--- config.mk ---
export PLATFORM = sky130hd
export DESIGN_NAME = literal_and_indirect_move_exec
export DESIGN_NICKNAME = d
export VERILOG_FILES = /design/src/rtl/move_exec_pkg.sv /design/src/rtl/pointer_calc.sv /design/src/rtl/data_ram.sv /design/src/rtl/literal_and_indirect_move_exec.sv
export SDC_FILE = /design/constraint.sdc
export NUM_CORES = 2
export LEC_CHECK = 0
export BUFFER_PORTS_ARGS = -buffer_cell sky130_fd_sc_hd__buf_4
export CAP_MARGIN = 0
export CORE_ASPECT_RATIO = 1.25
export CORE_MARGIN = 1.5
export CORE_UTILIZATION = 30
export CTS_BUF_LIST = sky130_fd_sc_hd__clkbuf_4
export DETAILED_ROUTE_END_ITERATION = 8
export PLACE_DENSITY = 0.46
export REMOVE_ABC_BUFFERS = 1
export SLEW_MARGIN = 20
export SYNTH_ARGS = -nofsm -noshare
export SYNTH_HDL_FRONTEND = slang
export SYNTH_SLANG_ARGS = --single-unit
export TNS_END_PERCENT = 30
--- constraint.sdc ---
create_clock -name clk_sys -period 6.58 [get_ports clk_sys]
set_input_delay 0.658 -clock clk_sys [delete_from_list [all_inputs] [get_ports clk_sys]]
set_output_delay 0.658 -clock clk_sys [all_outputs]
set_load 0.02 [all_outputs]
--- src/rtl/move_exec_pkg.sv ---
// Shared constants, encodings and types for the data-move execution block.
package move_exec_pkg;

  // ----------------------------------------------------------------
  // Widths
  // ----------------------------------------------------------------
  localparam int INSTR_W = 14;
  localparam int DATA_W  = 8;
  localparam int PTR_W   = 16;
  localparam int FILE_AW = 7;
  localparam int PAGE_W  = 7;
  localparam int STAT_W  = 3;
  localparam int OFF_W   = 6;

  // ----------------------------------------------------------------
  // Instruction encodings, as mask and pattern pairs
  // ----------------------------------------------------------------
  localparam logic [13:0] PAGE_MASK = 14'h3f80;
  localparam logic [13:0] PAGE_PAT  = 14'h3180;
  localparam logic [13:0] ACC_MASK  = 14'h3c00;
  localparam logic [13:0] ACC_PAT   = 14'h3000;
  localparam logic [13:0] FILE_MASK = 14'h3f80;
  localparam logic [13:0] FILE_PAT  = 14'h0080;
  localparam logic [13:0] IND_MASK  = 14'h3ff8;
  localparam logic [13:0] IND_PAT   = 14'h0018;
  localparam logic [13:0] REL_MASK  = 14'h3f80;
  localparam logic [13:0] REL_PAT   = 14'h3f80;

  // ----------------------------------------------------------------
  // Field positions
  // ----------------------------------------------------------------
  localparam int CODE_LSB    = 0;
  localparam int IND_SEL_BIT = 2;
  localparam int REL_SEL_BIT = 6;
  localparam int OFF_LSB     = 0;
  localparam int LIT_LSB     = 0;
  localparam int FILE_LSB    = 0;

  // ----------------------------------------------------------------
  // Indirect window locations, reset values and pointer step
  // ----------------------------------------------------------------
  localparam logic [6:0]  WIN0_ADDR   = 7'h00;
  localparam logic [6:0]  WIN1_ADDR   = 7'h01;
  localparam logic [7:0]  ACC_RST     = 8'h00;
  localparam logic [6:0]  PAGE_RST    = 7'h00;
  localparam logic [15:0] PTR_RST     = 16'h0000;
  localparam logic [2:0]  STAT_RST    = 3'h0;
  localparam logic [15:0] PTR_STEP    = 16'h0001;

  // Pointer update codes in encoding order.
  typedef enum logic [1:0] {
    UPD_PRE_INC,
    UPD_PRE_DEC,
    UPD_POST_INC,
    UPD_POST_DEC
  } pointer_update_code_t;

  // Decoded instruction kind.
  typedef enum logic [2:0] {
    OP_NONE,
    OP_PAGE,
    OP_ACC,
    OP_FILE,
    OP_IND,
    OP_REL
  } op_kind_t;

  // True when the instruction word fits a mask and pattern pair.
  function automatic logic op_match(input logic [13:0] word,
                                    input logic [13:0] mask,
                                    input logic [13:0] pat);
    op_match = ((word & mask) == pat);
  endfunction

endpackage

--- src/rtl/pointer_calc.sv ---
// Effective address and next pointer value for the indirect store.
`timescale 1ns/1ps
module pointer_calc
(
  input  wire logic [15:0] ptr_val,
  input  wire logic [1:0]  update_code,
  input  wire logic        relative,
  input  wire logic [5:0]  offset,
  output logic      [15:0] eff_addr,
  output logic      [15:0] ptr_next
);

  // ----------------------------------------------------------------
  // Arithmetic
  // ----------------------------------------------------------------
  // Plain 16-bit sums drop the carry, so both ends wrap modulo 65536.
  wire logic [15:0] ptr_inc;
  wire logic [15:0] ptr_dec;
  wire logic [15:0] off_ext;
  wire logic [15:0] ptr_rel;
  wire logic        is_pre_inc;
  wire logic        is_pre_dec;
  wire logic        is_inc;

  assign ptr_inc = ptr_val + move_exec_pkg::PTR_STEP;
  assign ptr_dec = ptr_val - move_exec_pkg::PTR_STEP;
  assign off_ext = {{10{offset[5]}}, offset};
  assign ptr_rel = ptr_val + off_ext;

  assign is_pre_inc = (update_code == move_exec_pkg::UPD_PRE_INC);
  assign is_pre_dec = (update_code == move_exec_pkg::UPD_PRE_DEC);
  assign is_inc     = is_pre_inc || (update_code == move_exec_pkg::UPD_POST_INC);

  assign eff_addr = relative   ? ptr_rel :
                    is_pre_inc ? ptr_inc :
                    is_pre_dec ? ptr_dec : ptr_val;

  assign ptr_next = relative ? ptr_val :
                    is_inc   ? ptr_inc : ptr_dec;

endmodule

--- src/rtl/data_ram.sv ---
// Small data memory with one write port and a registered read port.
`timescale 1ns/1ps
module data_ram
#(
  parameter int AW = 8,
  parameter int DW = 8
)
(
  input  wire logic          clk_sys,
  input  wire logic          nrst,
  input  wire logic          wr_en,
  input  wire logic [AW-1:0] wr_addr,
  input  wire logic [DW-1:0] wr_data,
  input  wire logic          rd_en,
  input  wire logic [AW-1:0] rd_addr,
  output logic      [DW-1:0] rd_data
);

  // ----------------------------------------------------------------
  // Storage
  // ----------------------------------------------------------------
  logic [DW-1:0] mem [0:(1<<AW)-1];
  logic [DW-1:0] rd_data_r;

  // Contents carry no reset; software must write before it reads.
  always_ff @(posedge clk_sys)
  begin
    if (wr_en)
    begin
      mem[wr_addr] <= wr_data;
    end
  end

  // Read data is registered, so a read answers one cycle later.
  always_ff @(posedge clk_sys)
  begin
    if (!nrst)
    begin
      rd_data_r <= '0;
    end
    else if (rd_en)
    begin
      rd_data_r <= mem[rd_addr];
    end
  end

  assign rd_data = rd_data_r;

endmodule

--- src/rtl/literal_and_indirect_move_exec.sv ---
// Execution of the literal loads, direct store and indirect store of the core.
`timescale 1ns/1ps
module literal_and_indirect_move_exec
#(
  parameter int RAM_AW = 8
)
(
  input  wire logic        clk_sys,
  input  wire logic        nrst,
  input  wire logic        instr_valid,
  input  wire logic [13:0] instr,
  input  wire logic        ptr_load_en,
  input  wire logic        ptr_load_sel,
  input  wire logic [15:0] ptr_load_val,
  input  wire logic        status_wr_en,
  input  wire logic [2:0]  status_wr_data,
  input  wire logic [6:0]  ext_addr,
  input  wire logic        ext_wr_en,
  input  wire logic [7:0]  ext_wr_data,
  input  wire logic        ext_rd_en,
  output logic      [7:0]  accumulator,
  output logic      [6:0]  program_counter_high_latch,
  output logic      [15:0] pointer_register0,
  output logic      [15:0] pointer_register1,
  output logic      [2:0]  status_flags,
  output logic             mem_wr_en,
  output logic      [15:0] mem_wr_addr,
  output logic      [7:0]  mem_wr_data,
  output logic      [7:0]  ext_rd_data,
  output logic             ext_rd_valid,
  output logic             ext_wr_refused
);

  // ----------------------------------------------------------------
  // State
  // ----------------------------------------------------------------
  logic [7:0]  acc_r;
  logic [7:0]  acc_nxt;
  logic [6:0]  page_r;
  logic [6:0]  page_nxt;
  logic [15:0] ptr0_r;
  logic [15:0] ptr0_nxt;
  logic [15:0] ptr1_r;
  logic [15:0] ptr1_nxt;
  logic [2:0]  status_r;
  logic        mem_wr_en_r;
  logic [15:0] mem_wr_addr_r;
  logic [7:0]  mem_wr_data_r;
  logic        ext_rd_valid_r;
  logic        ext_wr_refused_r;

  // ----------------------------------------------------------------
  // Window redirection
  // ----------------------------------------------------------------
  // Maps a 7-bit file address to a full data address; the window
  // locations are replaced by the pointer they stand for.
  function automatic logic [15:0] resolve(input logic [6:0]  faddr,
                                          input logic [15:0] p0,
                                          input logic [15:0] p1);
    if (faddr == move_exec_pkg::WIN0_ADDR)
    begin
      resolve = p0;
    end
    else if (faddr == move_exec_pkg::WIN1_ADDR)
    begin
      resolve = p1;
    end
    else
    begin
      resolve = {9'h000, faddr};
    end
  endfunction

  // ----------------------------------------------------------------
  // Decode
  // ----------------------------------------------------------------
  wire logic                 hit_page;
  wire logic                 hit_acc;
  wire logic                 hit_file;
  wire logic                 hit_ind;
  wire logic                 hit_rel;
  move_exec_pkg::op_kind_t   op_kind;

  assign hit_page = move_exec_pkg::op_match(instr, move_exec_pkg::PAGE_MASK,
                                            move_exec_pkg::PAGE_PAT);
  assign hit_acc  = move_exec_pkg::op_match(instr, move_exec_pkg::ACC_MASK,
                                            move_exec_pkg::ACC_PAT);
  assign hit_file = move_exec_pkg::op_match(instr, move_exec_pkg::FILE_MASK,
                                            move_exec_pkg::FILE_PAT);
  assign hit_ind  = move_exec_pkg::op_match(instr, move_exec_pkg::IND_MASK,
                                            move_exec_pkg::IND_PAT);
  assign hit_rel  = move_exec_pkg::op_match(instr, move_exec_pkg::REL_MASK,
                                            move_exec_pkg::REL_PAT);

  // The page load overlaps the accumulator load's don't-care bits, so it is tested first.
  assign op_kind = !instr_valid ? move_exec_pkg::OP_NONE :
                   hit_page     ? move_exec_pkg::OP_PAGE :
                   hit_acc      ? move_exec_pkg::OP_ACC  :
                   hit_file     ? move_exec_pkg::OP_FILE :
                   hit_ind      ? move_exec_pkg::OP_IND  :
                   hit_rel      ? move_exec_pkg::OP_REL  :
                                  move_exec_pkg::OP_NONE;

  // ----------------------------------------------------------------
  // Operand fields
  // ----------------------------------------------------------------
  wire logic [7:0] lit_byte;
  wire logic [6:0] lit_page;
  wire logic [6:0] file_addr;
  wire logic [1:0] upd_code;
  wire logic [5:0] rel_off;
  wire logic       is_rel;
  wire logic       ptr_sel;

  assign lit_byte  = instr[move_exec_pkg::LIT_LSB +: 8];
  assign lit_page  = instr[move_exec_pkg::LIT_LSB +: 7];
  assign file_addr = instr[move_exec_pkg::FILE_LSB +: 7];
  assign upd_code  = instr[move_exec_pkg::CODE_LSB +: 2];
  assign rel_off   = instr[move_exec_pkg::OFF_LSB +: 6];
  assign is_rel    = (op_kind == move_exec_pkg::OP_REL);

  assign ptr_sel = is_rel ? instr[move_exec_pkg::REL_SEL_BIT]
                          : instr[move_exec_pkg::IND_SEL_BIT];

  // ----------------------------------------------------------------
  // Pointer arithmetic
  // ----------------------------------------------------------------
  wire logic [15:0] ptr_cur;
  wire logic [15:0] ind_addr;
  wire logic [15:0] ptr_upd;
  wire logic        ind_op;

  assign ptr_cur = ptr_sel ? ptr1_r : ptr0_r;
  assign ind_op  = (op_kind == move_exec_pkg::OP_IND) || is_rel;

  pointer_calc u_pointer_calc
  (
    .ptr_val     (ptr_cur),
    .update_code (upd_code),
    .relative    (is_rel),
    .offset      (rel_off),
    .eff_addr    (ind_addr),
    .ptr_next    (ptr_upd)
  );

  // ----------------------------------------------------------------
  // Next register values
  // ----------------------------------------------------------------
  // load high latch.
  assign page_nxt = (op_kind == move_exec_pkg::OP_PAGE) ? lit_page : page_r;
  assign acc_nxt  = (op_kind == move_exec_pkg::OP_ACC) ? lit_byte : acc_r;

  // The store's own pointer update wins over a load from the core for the
  // same pointer; a load of the other pointer still goes ahead.
  // pointer post-update.
  assign ptr0_nxt = (ind_op && !ptr_sel)           ? ptr_upd      :
                    (ptr_load_en && !ptr_load_sel) ? ptr_load_val : ptr0_r;
  assign ptr1_nxt = (ind_op && ptr_sel)            ? ptr_upd      :
                    (ptr_load_en && ptr_load_sel)  ? ptr_load_val : ptr1_r;

  // ----------------------------------------------------------------
  // Memory write selection
  // ----------------------------------------------------------------
  wire logic        file_op;
  wire logic        instr_wr;
  wire logic        ext_wr_go;
  wire logic        wr_go;
  wire logic [15:0] file_res_addr;
  wire logic [15:0] ext_res_addr;
  wire logic [15:0] wr_addr;
  wire logic [7:0]  wr_data;

  assign file_op = (op_kind == move_exec_pkg::OP_FILE);
  assign file_res_addr = resolve(file_addr, ptr0_r, ptr1_r);
  assign ext_res_addr  = resolve(ext_addr, ptr0_r, ptr1_r);

  // An instruction write owns the single port; a clashing outside write is
  // dropped and flagged rather than delayed, to keep the core single-cycle.
  assign instr_wr  = file_op || ind_op;
  assign ext_wr_go = ext_wr_en && !instr_wr;
  assign wr_go     = instr_wr || ext_wr_go;

  assign wr_addr = ind_op  ? ind_addr      :
                   file_op ? file_res_addr : ext_res_addr;
  assign wr_data = instr_wr ? acc_r : ext_wr_data;

  // ----------------------------------------------------------------
  // Data memory
  // ----------------------------------------------------------------
  // Only the low address bits reach the array; higher pointer bits alias.
  data_ram
  #(
    .AW (RAM_AW),
    .DW (move_exec_pkg::DATA_W)
  )
  u_data_ram
  (
    .clk_sys (clk_sys),
    .nrst    (nrst),
    .wr_en   (wr_go),
    .wr_addr (wr_addr[RAM_AW-1:0]),
    .wr_data (wr_data),
    .rd_en   (ext_rd_en),
    .rd_addr (ext_res_addr[RAM_AW-1:0]),
    .rd_data (ext_rd_data)
  );

  // ----------------------------------------------------------------
  // Core registers
  // ----------------------------------------------------------------
  // one-cycle update.
  always_ff @(posedge clk_sys)
  begin
    if (!nrst)
    begin
      acc_r  <= move_exec_pkg::ACC_RST;
      page_r <= move_exec_pkg::PAGE_RST;
      ptr0_r <= move_exec_pkg::PTR_RST;
      ptr1_r <= move_exec_pkg::PTR_RST;
    end
    else
    begin
      acc_r  <= acc_nxt;
      page_r <= page_nxt;
      ptr0_r <= ptr0_nxt;
      ptr1_r <= ptr1_nxt;
    end
  end

  // Status changes only on the ALU's own write; no move here touches it.
  // flags left alone.
  always_ff @(posedge clk_sys)
  begin
    if (!nrst)
    begin
      status_r <= move_exec_pkg::STAT_RST;
    end
    else if (status_wr_en)
    begin
      status_r <= status_wr_data;
    end
  end

  // ----------------------------------------------------------------
  // Observation registers
  // ----------------------------------------------------------------
  // Echo of the write just made, so the outside sees every store.
  always_ff @(posedge clk_sys)
  begin
    if (!nrst)
    begin
      mem_wr_en_r      <= 1'b0;
      mem_wr_addr_r    <= 16'h0000;
      mem_wr_data_r    <= 8'h00;
      ext_rd_valid_r   <= 1'b0;
      ext_wr_refused_r <= 1'b0;
    end
    else
    begin
      mem_wr_en_r      <= wr_go;
      mem_wr_addr_r    <= wr_go ? wr_addr : mem_wr_addr_r;
      mem_wr_data_r    <= wr_go ? wr_data : mem_wr_data_r;
      ext_rd_valid_r   <= ext_rd_en;
      ext_wr_refused_r <= ext_wr_en && instr_wr;
    end
  end

  // ----------------------------------------------------------------
  // Outputs
  // ----------------------------------------------------------------
  assign accumulator                = acc_r;
  assign program_counter_high_latch = page_r;
  assign pointer_register0          = ptr0_r;
  assign pointer_register1          = ptr1_r;
  assign status_flags               = status_r;
  assign mem_wr_en                  = mem_wr_en_r;
  assign mem_wr_addr                = mem_wr_addr_r;
  assign mem_wr_data                = mem_wr_data_r;
  assign ext_rd_valid               = ext_rd_valid_r;
  assign ext_wr_refused             = ext_wr_refused_r;

endmodule

==> out/results.ini <==
[placed_design]
dpl.hpwl_um=219000
place_inst=10450
place_area_um2=96470
place_congestion=0.8964
dp_slack_ns=0.2101
port-buffer-count=140

[cts]
clk_pin_slew_worst_paths_ns=0.09
cts_root_buf=clkbuf_4
clock-sinks=2133
numCtsBuffers=547
clockBufferDepth=4
cts_setup_buffers=0
cts_resized=0
ctsHoldBuffers=47
cts_tree=built
clk_latency_ns=1.32
htree_levels=6

[finish]
fillCellCount=28540
final_layout_size_suffix_gt1_share_pct=21.77
design_area_um2=103900
syn_to_final_growth_pct=17.93
nets=7201
fin_cells=11440
final_common_cell=edfxtp_1
most-common-layout-cells=edfxtp_1, nand2_1, clkbuf_4, buf_4, nor2_1
final_util_pct=35.54

[critical_path]
worst_r2r_path_depth=16
timing.critical_path.buf_inv=5
slowest_stage=a22oi_1
startpoint_type=primary input
critical_path_arrival_ns=6.67
crit_fanout=10
cpLargestDelayFamily=compound AO/OA/AOI/OAI gates
worstSetupPathDepth=19
path_class=primary input to flop
cp_cell_sequence=dlygate4sd3_1 -> buf_4 -> nor4b_1 -> and4_1 -> o221ai_2 -> a22oi_2 -> mux2i_1 -> inv_1 -> ha_1 -> inv_1 -> fa_1 -> nand2_1 -> o21ai_0 -> a211oi_1 -> o21ai_0 -> a22oi_1 -> nand3_2 -> buf_12 -> nor2_1
endpoint_kind=flop
critical_path.max_stage_delay_ns=0.94
critPathRequiredTime_ns=7.46

[yosys]
synth_fa_ha_area_share_pct=0.2498
yosysSeqAreaShare_pct=71.70
synth_top_area_share_pct=69.77
netlist_top_cells_area=edfxtp_1, nand2_1, mux4_2, mux2i_1, dfxtp_1
synth_simple_gate_area_share_pct=11.67
synthMuxAreaShare_pct=5.380
synth_compound_area_share_pct=8.135
synth-xor-area-share_pct=0.3875
synth_top_family_by_area=simple AND/OR/NAND/NOR gates
syn_area_um2=88140
syn_inst=6371
synth-main-ff-cell=edfxtp_1
yosys.area.top_type=edfxtp_1
synth.avg_cell_area_um2=13.83
synth_cell_type_count=82
async_flop_share_pct=0
synth_warnings=0
synth_edf_count=2048
ys_ff_latch=2133

[sta]
setup_ws_ns=0.7906
tns_ns=0
rsz0062_at_grt=no
relSlewSlack_pct=22.53
setup_viol=0
tightest_slew_ns=1.162
fin_crit_sh_pct=87.99
report.final.slew_viol_count=0
hold_viol=0
fmax_ghz=0.1727
final.min_clock_period_ns=5.789
finClkSkew_ns=0.1095

[global_routing]
grt_pass1_wl_um=480900
grt_antenna_before_repair=19
grt_pass1_vias=61570
grt_overflow=0
grt_usage_pct=22.75
grt_max_degree=104

[drt]
drt-met1-wl_um=136400
dr_wl_met3_um=25330
drc_errors=0
first_pass_iters=6
wl_per_cell_um=30.20
postRouteAntennaNets=0
top_layer_used=met5
vias_per_cell=5.406
vias=61860
drt_iter0_drc=7051
drt-total-wl_um=345500
wl_met2_um=166600

[job]
drv_cap=0

[power_and_ir_drop]
p_sw_share_pct=25.57
powerDensity_nw_per_um2=280.8
p_leak_uw=0.03546
vdd_drop_max_mv=0.1177
p_int_uw=21720
power.switching_uw=7463
comb_power_share_pct=8.2
clock_power_share_pct=40.5
seqPwrFrac_pct=51.3

[hold_path]
hp-class=primary input to flop
whs_path_depth=4

[floorplan]
rows=222
die_x_um=487.8
core-area_um2=292500
die-height_um=609.0
die_area_um2=297100
ios=141
start_util_pct=30.14

[status]
status=completed

## area by class of cell
type	count	area, um^2	share of cell area [%]
Multi-Input combinational cell	3760	23040	22.17
Sequential cell	2133	63200	60.80
Inverter	27	101.3	0.09750
Clock buffer	756	5675	5.460
Clock inverter	170	1287	1.239
Timing Repair Buffer	659	5690	5.474
Antenna cell	17	42.54	0.04093
Tap cell	3920	4905	4.718
## worst min-delay path, stage by stage
cell     delay [ns]
buf_4          0.12
nand4_1        0.43
a21oi_1        0.14
nor2_1         0.07
## final timing paths
check / startpoint / end / slack, ns
max: instr[6] / u_data_ram.mem[83][7]$_DFFE_PP_ / 0.79
min: instr[13] / accumulator[6]$_SDFFE_PN0N_ / 0.12
max reg2reg: pointer_register0[1]$_SDFFE_PN0P_ / u_data_ram.mem[233][2]$_DFFE_PP_ / 1.01
min reg2reg: mem_wr_data[5]$_SDFFE_PN0P_ / mem_wr_data[5]$_SDFFE_PN0P_ / 0.45
## stage by stage
stage / hold slack [ns] / power (uW)
after floorplan: 0.5302 / 16600
after global placement: 0.4439 / 17640
after detailed placement: 0.4509 / 17640
after CTS: 0.004832 / 29440
after global routing: 0.08335 / 30150
final: 0.1166 / 29190
## cell usage after synthesis (8+ instances only)
cell type,n
mux2i_1,179
nor2_1,396
o211ai_1,28
ha_1,16
nand4_1,58
a311oi_1,176
o21ai_0,102
buf_2,130
a32oi_1,30
clkbuf_1,240
nand2b_1,12
o22ai_1,33
nor4_1,35
a31oi_1,129
nand3_1,290
a211oi_1,149
edfxtp_1,2048
nor3_1,54
a41oi_1,8
buf_6,21
xnor2_1,32
mux4_2,117
or3_1,25
a22oi_1,79
mux2_2,28
nand2_1,1246
dfxtp_1,85
buf_1,42
a21oi_1,170
and3_1,205
o31ai_1,8
a2111oi_0,13
buf_4,18
inv_1,25
## metal layers
| metal | global-route usage (%) | vias to the layer above |
|---|---|---|
| met5 | 0 | - |
| met4 | 11.03 | 12 |
| met3 | 4.192 | 725 |
| met2 | 37.55 | 3040 |
| met1 | 28.63 | 31770 |
| li1 | - | 26320 |
## cells by family (layout without fill, tap and decap cells)
logic type / after synthesis / in the layout
XOR/XNOR: 39 / 39
buffers and inverters: 478 / 1612
flip-flops: 2133 / 2133
AND/OR/NAND/NOR: 2362 / 2362
other: 0 / 17
adder cells (fa/ha/maj): 17 / 17
multiplexers: 324 / 324
AO/OA/AOI/OAI: 1018 / 1018
## power groups by stage
stage	sequential, uW	combinational, uW	clock, uW
after CTS	15000	2390	12100
final	15000	2400	11800
after global routing	15000	2490	12700
after global placement	15300	2370	0
after detailed placement	15300	2360	0
after floorplan	15300	1300	0
## flip-flops by register name (all words and copies together) (netlist names)
register	count
ext_rd_valid	1
u_data_ram.mem	2048
mem_wr_addr	16
pointer_register1	16
program_counter_high_latch	7
u_data_ram.rd_data	8
mem_wr_en	1
pointer_register0	16
accumulator	8
ext_wr_refused	1
status_flags	3
mem_wr_data	8
No activity file was read; power rests on OpenSTA's default activity.
